## config.mk

```make
export PLATFORM = sky130hd
export DESIGN_NAME = sbr_top
export DESIGN_NICKNAME = d
export VERILOG_FILES = /design/src/verilog/sbr_pkg.sv /design/src/verilog/sbr_rate_gen.sv /design/src/verilog/sbr_top.sv
export VERILOG_INCLUDE_DIRS = /design/src /design/src/verilog
export SDC_FILE = /design/constraint.sdc
export NUM_CORES = 1
export LEC_CHECK = 0
export BUFFER_PORTS_ARGS = -buffer_cell sky130_fd_sc_hd__buf_2
export CORE_MARGIN = 5
export CORE_UTILIZATION = 45
export DETAILED_ROUTE_END_ITERATION = 8
export PLACE_DENSITY = 0.64
export RECOVER_POWER = 100
export SYNTH_ARGS = -nofsm -noshare
export SYNTH_HDL_FRONTEND = slang
export SYNTH_HIERARCHICAL = 1
export SYNTH_SLANG_ARGS = --single-unit
```

## constraint.sdc

```tcl
create_clock -name pclk -period 4.45 [get_ports pclk]
set_input_delay 0 -clock pclk [delete_from_list [all_inputs] [get_ports pclk]]
set_output_delay 0 -clock pclk [all_outputs]
set_load 0.02 [all_outputs]
```

## src/verilog/sbr_defs.svh

```systemverilog
// sbr_defs.svh: register indices, field positions, reset values
// assumes: included by sbr_pkg and by tb
`ifndef SBR_DEFS_SVH
`define SBR_DEFS_SVH

// register indices; byte address is index times four
`define SBR_IDX_STATUS   10'h050
`define SBR_IDX_DATA     10'h051
`define SBR_IDX_RATE     10'h052
`define SBR_IDX_FRAME    10'h053
`define SBR_IDX_ENABLE   10'h054
`define SBR_IDX_EXT_RX   10'h055
`define SBR_IDX_GAP      10'h056
`define SBR_IDX_EXT_TX   10'h057
`define SBR_ADDR_W       12

// status bits
`define SBR_SR_TXE       7
`define SBR_SR_TXC       6
`define SBR_SR_RXF       5
`define SBR_SR_IDLE      4
`define SBR_SR_OVR       3
`define SBR_SR_NOISE     2
`define SBR_SR_FRAME     1

// enable control bits
`define SBR_EN_TX        3
`define SBR_EN_RX        2

// frame format: bit 7 is the received ninth bit
`define SBR_FRM_RX9      7
`define SBR_FRM_WMASK    8'h58

// bit rate config fields
`define SBR_BRR_PRE_HI   7
`define SBR_BRR_PRE_LO   6
`define SBR_BRR_TXD_HI   5
`define SBR_BRR_TXD_LO   3
`define SBR_BRR_RXD_HI   2
`define SBR_BRR_RXD_LO   0

// reset values
`define SBR_STATUS_RST   8'hC0
`define SBR_ENABLE_RST   8'h00
`define SBR_EXT_RST      8'h00
`define SBR_PRE_RST      2'h0
`define SBR_BYTE_RST     8'h00

// prescale factors and fixed stage
`define SBR_PR_F0        4'h1
`define SBR_PR_F1        4'h3
`define SBR_PR_F2        4'h4
`define SBR_PR_F3        4'hD
`define SBR_SUB_LAST     4'hF
`define SBR_SUB_DIV      16'h0010

`endif

```

## src/verilog/sbr_pkg.sv

```systemverilog
// sbr_pkg: shared types and the prescale lookup
// assumes: sbr_defs.svh on the include path
`include "sbr_defs.svh"

package sbr_pkg;

    typedef logic [7:0] sbr_byte_type;

    // status-read arming for the clear sequences
    typedef enum logic [0:0] {
        SBR_SEQ_IDLE  = 1'b0,
        SBR_SEQ_ARMED = 1'b1
    } sbr_seq_type;

    function automatic logic [3:0] sbr_prescale_factor(input logic [1:0] sel);
        logic [3:0] f;
        f = `SBR_PR_F0;
        case (sel)
            2'h0: f = `SBR_PR_F0;
            2'h1: f = `SBR_PR_F1;
            2'h2: f = `SBR_PR_F2;
            default: f = `SBR_PR_F3;
        endcase
        return f;
    endfunction

endpackage

```

## src/verilog/sbr_rate_gen.sv

```systemverilog
// sbr_rate_gen: one bit-rate tick generator (prescale, /16, divisor)
// assumes: configuration is quasi-static, from the same pclk domain
`timescale 1ns/10ps
`default_nettype none

module sbr_rate_gen
    import sbr_pkg::*;
(
    input  wire logic       pclk,
    input  wire logic       presetn,
    input  wire logic [1:0] prescale_sel,
    input  wire logic [2:0] div_sel,
    input  wire logic [7:0] ext_div,
    output logic            rate_tick
);

    logic [3:0] pre_q, pre_d, pr_lim;
    logic [3:0] sub_q, sub_d;
    logic [7:0] div_q, div_d, div_lim;
    logic       tick_q, tick_d;
    logic       pre_wrap, sub_wrap, div_wrap;

    ////////////////////////////////////////////////////////////////////////
    always_comb begin
        pr_lim = sbr_prescale_factor(prescale_sel);
        div_lim = (ext_div != 8'h00) ? ext_div : (8'h01 << div_sel);
        pre_wrap = (pre_q >= pr_lim - 4'h1);
        sub_wrap = (sub_q == `SBR_SUB_LAST);
        // >= so a lowered limit never lets a counter run away
        div_wrap = (div_q >= div_lim - 8'h01);
        pre_d = pre_wrap ? 4'h0 : pre_q + 4'h1;
        sub_d = pre_wrap ? sub_q + 4'h1 : sub_q;
        div_d = div_q;
        if (pre_wrap && sub_wrap) begin
            div_d = div_wrap ? 8'h00 : div_q + 8'h01;
        end
        tick_d = pre_wrap && sub_wrap && div_wrap;
    end

    always_ff @(posedge pclk or negedge presetn) begin
        if (!presetn) begin
            pre_q  <= 4'h0;
            sub_q  <= 4'h0;
            div_q  <= 8'h00;
            tick_q <= 1'b0;
        end else begin
            pre_q  <= pre_d;
            sub_q  <= sub_d;
            div_q  <= div_d;
            tick_q <= tick_d;
        end
    end

    assign rate_tick = tick_q;

    ////////////////////////////////////////////////////////////////////////
    // period checker; skips periods in which the settings moved
    logic [15:0] gap_q, period;
    logic [12:0] cfg_q;
    logic        seen_q, chg_q;

    always_ff @(posedge pclk or negedge presetn) begin
        if (!presetn) begin
            gap_q  <= 16'h0000;
            cfg_q  <= 13'h0000;
            seen_q <= 1'b0;
            chg_q  <= 1'b1;
        end else begin
            gap_q  <= tick_q ? 16'h0000 : gap_q + 16'h0001;
            cfg_q  <= {prescale_sel, div_sel, ext_div};
            seen_q <= seen_q | tick_q;
            chg_q  <= ({prescale_sel, div_sel, ext_div} != cfg_q) | (chg_q & !tick_q);
        end
    end

    assign period = 16'(pr_lim) * 16'(div_lim) * `SBR_SUB_DIV;
endmodule

`default_nettype wire

```

## src/verilog/sbr_top.sv

```systemverilog
// sbr_top: async serial unit data path, flags and bit-rate generators
// assumes: APB3 master on pclk; shift registers and framing logic
// sit outside on the same clock and talk through pulses and levels
//
// The APB interface to the registers was decided locally.
`timescale 1ns/10ps
`default_nettype none

module sbr_top
    import sbr_pkg::*;
(
    input  wire logic                  pclk,
    input  wire logic                  presetn,
    input  wire logic [`SBR_ADDR_W-1:0] paddr,
    input  wire logic                  psel,
    input  wire logic                  penable,
    input  wire logic                  pwrite,
    input  wire logic [31:0]           pwdata,
    output logic      [31:0]           prdata,
    output logic                       pready,
    output logic                       pslverr,
    input  wire logic                  tx_shift_ready,
    output logic                       tx_shift_load,
    output logic      [7:0]            tx_shift_data,
    input  wire logic                  tx_frame_done,
    input  wire logic                  rx_shift_done,
    input  wire logic [7:0]            rx_shift_data,
    input  wire logic                  rx_ninth_bit,
    input  wire logic                  rx_idle_evt,
    input  wire logic                  rx_noise_evt,
    input  wire logic                  rx_frame_err_evt,
    output logic                       tx_rate_tick,
    output logic                       rx_rate_tick,
    output logic      [7:0]            frame_format,
    output logic      [7:0]            enable_ctrl
);

    ////////////////////////////////////////////////////////////////////////
    // bus decode
    logic [9:0] idx;
    logic       acc, wr_acc, rd_acc, setup;
    logic       hit, sel_sr, sel_dr, sel_brr, sel_frm, sel_en, sel_erx, sel_etx;
    logic       sel_gap;

    always_comb begin
        idx     = paddr[`SBR_ADDR_W-1:2];
        sel_sr  = (idx == `SBR_IDX_STATUS);
        sel_dr  = (idx == `SBR_IDX_DATA);
        sel_brr = (idx == `SBR_IDX_RATE);
        sel_frm = (idx == `SBR_IDX_FRAME);
        sel_en  = (idx == `SBR_IDX_ENABLE);
        sel_erx = (idx == `SBR_IDX_EXT_RX);
        sel_gap = (idx == `SBR_IDX_GAP);
        sel_etx = (idx == `SBR_IDX_EXT_TX);
        hit     = sel_sr | sel_dr | sel_brr | sel_frm | sel_en | sel_erx
                | sel_gap | sel_etx;
        setup   = psel && !penable;
        acc     = psel && penable;
        wr_acc  = acc && pwrite;
        rd_acc  = acc && !pwrite;
    end

    // zero wait states: read data is prepared in the setup cycle
    assign pready  = 1'b1;
    assign pslverr = acc && !hit;

    ////////////////////////////////////////////////////////////////////////
    // configuration registers
    sbr_byte_type brr_q, brr_d;
    sbr_byte_type frm_q, frm_d;
    sbr_byte_type en_q, en_d;
    sbr_byte_type erx_q, erx_d;
    sbr_byte_type etx_q, etx_d;
    sbr_byte_type tx_hold_q, tx_hold_d;
    sbr_byte_type stat_q, stat_d;

    always_comb begin
        brr_d     = brr_q;
        frm_d     = frm_q;
        en_d      = en_q;
        erx_d     = erx_q;
        etx_d     = etx_q;
        tx_hold_d = tx_hold_q;
        // data writes go to tx holding
        if (wr_acc && sel_dr) begin
            tx_hold_d = pwdata[7:0];
        end
        if (wr_acc && sel_brr) begin
            brr_d = pwdata[7:0];
        end
        if (wr_acc && sel_frm) begin
            frm_d = (frm_q & ~`SBR_FRM_WMASK) | (pwdata[7:0] & `SBR_FRM_WMASK);
        end
        if (wr_acc && sel_en) begin
            en_d = pwdata[7:0];
        end
        if (wr_acc && sel_erx) begin
            erx_d = pwdata[7:0];
        end
        if (wr_acc && sel_etx) begin
            etx_d = pwdata[7:0];
        end
        // ninth bit arrives with the character it belongs to
        if (rx_shift_done && en_q[`SBR_EN_RX] && !stat_q[`SBR_SR_RXF]) begin
            frm_d[`SBR_FRM_RX9] = rx_ninth_bit;
        end
    end

    always_ff @(posedge pclk or negedge presetn) begin
        if (!presetn) begin
            // prescale bits cleared, rest zero too
            brr_q     <= {`SBR_PRE_RST, 6'h00};
            frm_q     <= `SBR_BYTE_RST;
            en_q      <= `SBR_ENABLE_RST;
            erx_q     <= `SBR_EXT_RST;
            etx_q     <= `SBR_EXT_RST;
            tx_hold_q <= `SBR_BYTE_RST;
        end else begin
            brr_q     <= brr_d;
            frm_q     <= frm_d;
            en_q      <= en_d;
            erx_q     <= erx_d;
            etx_q     <= etx_d;
            tx_hold_q <= tx_hold_d;
        end
    end

    assign frame_format = frm_q;
    assign enable_ctrl  = en_q;

    ////////////////////////////////////////////////////////////////////////
    // status flags, rx holding, tx hand-off
    sbr_byte_type rx_hold_q, rx_hold_d;
    sbr_byte_type txd_q, txd_d;
    sbr_seq_type  seq_q, seq_d;
    logic         load_q, load_d;
    logic         idle_lock_q, idle_lock_d;
    logic         rx_take, rx_ovr, tx_clr, rx_clr;

    always_comb begin
        stat_d      = stat_q;
        rx_hold_d   = rx_hold_q;
        txd_d       = txd_q;
        seq_d       = seq_q;
        idle_lock_d = idle_lock_q;
        // sequence: status read, then data write
        tx_clr = wr_acc && sel_dr && (seq_q == SBR_SEQ_ARMED);
        // sequence: status read, then data read
        rx_clr = rd_acc && sel_dr && (seq_q == SBR_SEQ_ARMED);
        if (acc && sel_dr) begin
            seq_d = SBR_SEQ_IDLE;
        end
        if (rd_acc && sel_sr) begin
            seq_d = SBR_SEQ_ARMED;
        end
        if (tx_clr) begin
            stat_d[`SBR_SR_TXE] = 1'b0;
            stat_d[`SBR_SR_TXC] = 1'b0;
        end
        if (rx_clr) begin
            stat_d[`SBR_SR_RXF:`SBR_SR_FRAME] = 5'h00;
        end
        // no hand-off while tx empty set
        load_d = !stat_q[`SBR_SR_TXE] && en_q[`SBR_EN_TX] && tx_shift_ready;
        if (load_d) begin
            txd_d = tx_hold_q;
            stat_d[`SBR_SR_TXE] = 1'b1;
        end
        // set wins over a clear in the same cycle
        if (tx_frame_done) begin
            stat_d[`SBR_SR_TXC] = 1'b1;
        end
        rx_take = rx_shift_done && en_q[`SBR_EN_RX];
        rx_ovr  = rx_take && stat_q[`SBR_SR_RXF];
        if (rx_take && !rx_ovr) begin
            rx_hold_d = rx_shift_data;
            stat_d[`SBR_SR_RXF] = 1'b1;
            idle_lock_d = 1'b0;
            if (rx_noise_evt) begin
                stat_d[`SBR_SR_NOISE] = 1'b1;
            end
            if (rx_frame_err_evt) begin
                stat_d[`SBR_SR_FRAME] = 1'b1;
            end
        end
        // held character survives; only overrun is flagged
        if (rx_ovr) begin
            stat_d[`SBR_SR_OVR] = 1'b1;
        end
        // idle re-arms only after a new character
        if (rx_idle_evt && en_q[`SBR_EN_RX] && !idle_lock_q) begin
            stat_d[`SBR_SR_IDLE] = 1'b1;
            idle_lock_d = 1'b1;
        end
        if (!en_q[`SBR_EN_RX]) begin
            stat_d[`SBR_SR_RXF:`SBR_SR_FRAME] = 5'h00;
        end
        stat_d[0] = 1'b0;
    end

    always_ff @(posedge pclk or negedge presetn) begin
        if (!presetn) begin
            stat_q      <= `SBR_STATUS_RST;
            rx_hold_q   <= `SBR_BYTE_RST;
            txd_q       <= `SBR_BYTE_RST;
            seq_q       <= SBR_SEQ_IDLE;
            load_q      <= 1'b0;
            idle_lock_q <= 1'b0;
        end else begin
            stat_q      <= stat_d;
            rx_hold_q   <= rx_hold_d;
            txd_q       <= txd_d;
            seq_q       <= seq_d;
            load_q      <= load_d;
            idle_lock_q <= idle_lock_d;
        end
    end

    assign tx_shift_load = load_q;
    assign tx_shift_data = txd_q;

    ////////////////////////////////////////////////////////////////////////
    // read data, captured in the setup cycle
    sbr_byte_type rdat_q, rdat_d;

    always_comb begin
        rdat_d = rdat_q;
        if (setup) begin
            rdat_d = 8'h00;
            case (1'b1)
                sel_sr:  rdat_d = stat_q;
                sel_dr:  rdat_d = rx_hold_q;
                sel_brr: rdat_d = brr_q;
                sel_frm: rdat_d = frm_q;
                sel_en:  rdat_d = en_q;
                sel_erx: rdat_d = erx_q;
                sel_etx: rdat_d = etx_q;
                default: rdat_d = 8'h00;
            endcase
        end
    end

    always_ff @(posedge pclk or negedge presetn) begin
        if (!presetn) begin
            rdat_q <= 8'h00;
        end else begin
            rdat_q <= rdat_d;
        end
    end

    assign prdata = {24'h000000, rdat_q};

    ////////////////////////////////////////////////////////////////////////
    // rate generators
    // tx rate from prescale, divisor
    sbr_rate_gen u_tx_rate (
        .pclk         (pclk),
        .presetn      (presetn),
        .prescale_sel (brr_q[`SBR_BRR_PRE_HI:`SBR_BRR_PRE_LO]),
        .div_sel      (brr_q[`SBR_BRR_TXD_HI:`SBR_BRR_TXD_LO]),
        .ext_div      (etx_q),
        .rate_tick    (tx_rate_tick)
    );

    sbr_rate_gen u_rx_rate (
        .pclk         (pclk),
        .presetn      (presetn),
        .prescale_sel (brr_q[`SBR_BRR_PRE_HI:`SBR_BRR_PRE_LO]),
        .div_sel      (brr_q[`SBR_BRR_RXD_HI:`SBR_BRR_RXD_LO]),
        .ext_div      (erx_q),
        .rate_tick    (rx_rate_tick)
    );

    logic first_q;
    always_ff @(posedge pclk or negedge presetn) begin
        if (!presetn) begin
            first_q <= 1'b1;
        end else begin
            first_q <= 1'b0;
        end
    end
endmodule

`default_nettype wire

```

==> out/metrics.cfg <==
[route]
drtAntennaViolNets = 0
drc = 0
vias_per_cell = 5.43
vias = 4879
first_iter_violations = 390
drt-pass1-iter-count = 5
drt_wl_total_um = 14500
wire_per_inst_um = 16.2

[layout]
area_growth_syn_to_layout_pct = 13.4
diodes = 0
fin_util_pct = 51.9
nNetsFinal = 813
layout-drive-gt1-share_pct = 15.9

[timing]
timing.final.setup_violations = 0
min_period_ns = 4.16
grt_setup_unrepaired = no
hold_viol_final = 0
final_max_slew_viol_count = 127
slew_headroom_pct = -50.1
final.setup.tns_ns = 0
finClkSkew_ns = 0.0128
tightest_slew_ns = 2.25
period_share_pct = 93.5
fmax_ghz = 0.240

[synth]
netlist.area_leader.share_pct = 43.3
ys_warn_count = 6
synth_area_leaders = dfrtp_1 (43%), mux2_2 (7.3%), ha_1 (7.1%), nand2_1 (5.3%), buf_4 (3.4%)
synth_edf_count = 0
ys_ff_latch = 112
synth_area_um2 = 6360
syn_inst = 628
synth.avg_cell_area_um2 = 10.1
yosysUniqueCellTypes = 64
yosysTopAreaCell = dfrtp_1
async_flop_share_pct = 100
synth_flop_cell = dfrtp_1
ys_seq_area_share_pct = 44.1

[die]
start_util_pct = 45.8
row_count = 43
ios = 125
die_w_um = 129
die_y_um = 129
fp.dieArea_um2 = 16600
coreArea_um2 = 13900

[clock_tree]
cts_buffers = 9
path_clk_slew_ns = 0.08
cts_buffer_depth = 2
clock_sinks = 112
cts.htree.levels = 3
post_cts_buffers = 0
insertion_delay_ns = 0.36
cts_tree = done
cts-root-buf = clkbuf_16

[grt]
grt_use_total_pct = 18.3
overflow = 0
first_global_vias = 4852
antenna_found_initial = 0
grt_max_degree = 71
grt_pass1_wl_um = 24300

[power_and_ir_drop]
power_density_nw_per_um2 = 325
peakVddDrop_mv = 0.210
p_leak_nw = 3.50

[worst_setup_path]
criticalPathCategory = reg2reg
cp-startpoint = erx_q[4]$_DFFE_PN0P_
critPathLaunchType = flop
arrival_ns = 4.39
end_kind = flop
r2r_end = u_rx_rate/div_q[6]$_DFFE_PN0P_
r2r_start = erx_q[4]$_DFFE_PN0P_
required_ns = 4.68
reg2regPathDepth = 15
reg2reg_slack_ns = 0.29
crit_fanout = 8
worstSetupEndpoint = u_rx_rate/div_q[6]$_DFFE_PN0P_

[place]
dp_hpwl_um = 10600
portBuffers = 69
gp_congestion = 0.848

[worst_hold_path]
hp-class = in2reg
min_path_cells = 2

[outcome]
status = finished with violations
failed_checks = capacitance limit, slew limit

[flow_run]
drv_cap = 3

## how the worst min path moves through the flow
stage | endpoint | slack (ns) | start
CTS | brr_q[6]$_DFFE_PN0P_ | 0.02 | pwdata[6]
floorplan | brr_q[0]$_DFFE_PN0P_ | -0.30 | presetn
global route | brr_q[6]$_DFFE_PN0P_ | 0.02 | pwdata[6]
detailed placement | u_rx_rate/sub_q[3]$_DFFE_PN0N_ | 0.19 | presetn
global placement | u_rx_rate/div_q[5]$_DFFE_PN0P_ | 0.18 | presetn
finish | brr_q[6]$_DFFE_PN0P_ | 0.05 | pwdata[6]
## logic make-up (layout without fill, tap and decap cells)
logic type	count (synthesis)	in the layout	share of synthesized area (%)
simple gates	240	240	19.4
xor+xnor	14	14	1.93
other cells	2	29	0.118
flops	112	112	44.1
compound gates	118	118	13.6
buf+inv	61	124	5.45
mux	45	45	8.21
fa+ha+maj	36	36	7.09
## flip-flops by register name, indices dropped and copies added (netlist names)
signal / flops
brr_q: 8
enable_ctrl: 8
erx_q: 8
etx_q: 8
frame_format: 4
idle_lock_q: 1
rdat_q: 8
rx_hold_q: 8
seq_q: 1
stat_q: 7
tx_hold_q: 8
tx_shift_data: 8
tx_shift_load: 1
u_rx_rate/div_q: 8
u_rx_rate/pre_q: 4
u_rx_rate/rate_tick: 1
u_rx_rate/sub_q: 4
u_tx_rate/div_q: 8
u_tx_rate/pre_q: 4
u_tx_rate/rate_tick: 1
u_tx_rate/sub_q: 4
## cell type report
type                            count  area, um^2
Clock inverter                      7        63.8
Multi-Input combinational cell    482        3290
Inverter                           14        52.6
Timing Repair Buffer               94         546
Clock buffer                        9         225
Tap cell                          180         225
Fill cell                        1291        6670
Sequential cell                   112        2810
## power breakdown
part	switching [W]	total, W	internal, W
Sequential	0.0000635	0.00115	0.00109
Clock	0.000403	0.000796	0.000392
Combinational	0.000216	0.000393	0.000177
Total	0.000683	0.00234	0.00166
## worst max-delay path: stages (launching register included)
cell and delay [ns]:
dfrtp_1 0.47, or4_4 0.61, nor4_1 0.35, a21oi_1 0.17
ha_1 0.23, or3b_1 0.25, or3_4 0.18, nand3_2 0.07
o31ai_1 0.09, a221oi_2 0.10, ha_1 0.28, nand2_1 0.09
or3_1 0.37, o221ai_4 0.31, nor2_2 0.14, a221o_1 0.32
## cells in the final DEF (no fill, tap or decap), types with 6 or more instances in the layout
cell	Yosys	final
conb_1	2	29
a221o_1	6	6
inv_1	13	13
nor3_1	12	12
a22o_1	8	8
a21o_1	7	7
a21oi_1	27	27
o21ai_0	20	20
clkbuf_16	0	9
mux2_2	41	41
nor2b_1	13	13
o31ai_1	7	7
nor2_1	42	46
ha_1	36	36
xor2_1	8	8
and3_1	16	16
dfrtp_1	110	110
or3_1	8	9
nand3_1	13	13
nand2_1	90	90
clkbuf_1	16	36
buf_2	1	33
nand2b_1	8	8
dlygate4sd3_1	0	24
xnor2_1	6	6
## per-layer routing
metal | wire [um] | up-vias | track usage, % | share of wire [%]
met3 | 660 | 15 | 4.48 | 4.5
met5 | 0 | - | 0 | 0
met2 | 7010 | 114 | 29.4 | 48
met4 | 165 | 0 | 4.57 | 1.1
met1 | 6710 | 2377 | 24.9 | 46
li1 | - | 2373 | - | -
## cells in the mapped netlist, drive strengths merged (11+ instances only)
| library cell | instances |
|---|---|
| nor2 | 47 |
| or3 | 11 |
| nor2b | 13 |
| inv | 13 |
| mux2 | 45 |
| dfrtp | 110 |
| nand2 | 90 |
| clkbuf | 16 |
| a21oi | 27 |
| o21ai | 20 |
| ha | 36 |
| buf | 31 |
| and3 | 16 |
| nand3 | 15 |
| nor3 | 14 |
## what timing repair did
action	in CTS	in global routing
resized for setup	0	2
setup endpoints to repair	0	5
endpoints found under the hold margin	120	0
hold buffers	24	0
## through the flow
| stage | setup slack, ns | area, um^2 | instances | power (W) | hold slack (ns) |
|---|---|---|---|---|---|
| after floorplan | 0.712 | 6460 | 655 | 0.00145 | -0.296 |
| after global placement | 0.407 | 6750 | 858 | 0.00153 | 0.177 |
| after detailed placement | 0.275 | 6750 | 858 | 0.00156 | 0.189 |
| after CTS | 0.245 | 7270 | 898 | 0.00237 | 0.0242 |
| after global routing | 0.0452 | 7210 | 898 | 0.00246 | 0.0205 |
| final | 0.290 | 7210 | 898 | 0.00234 | 0.0500 |
No activity file was read; power rests on OpenSTA's default activity.
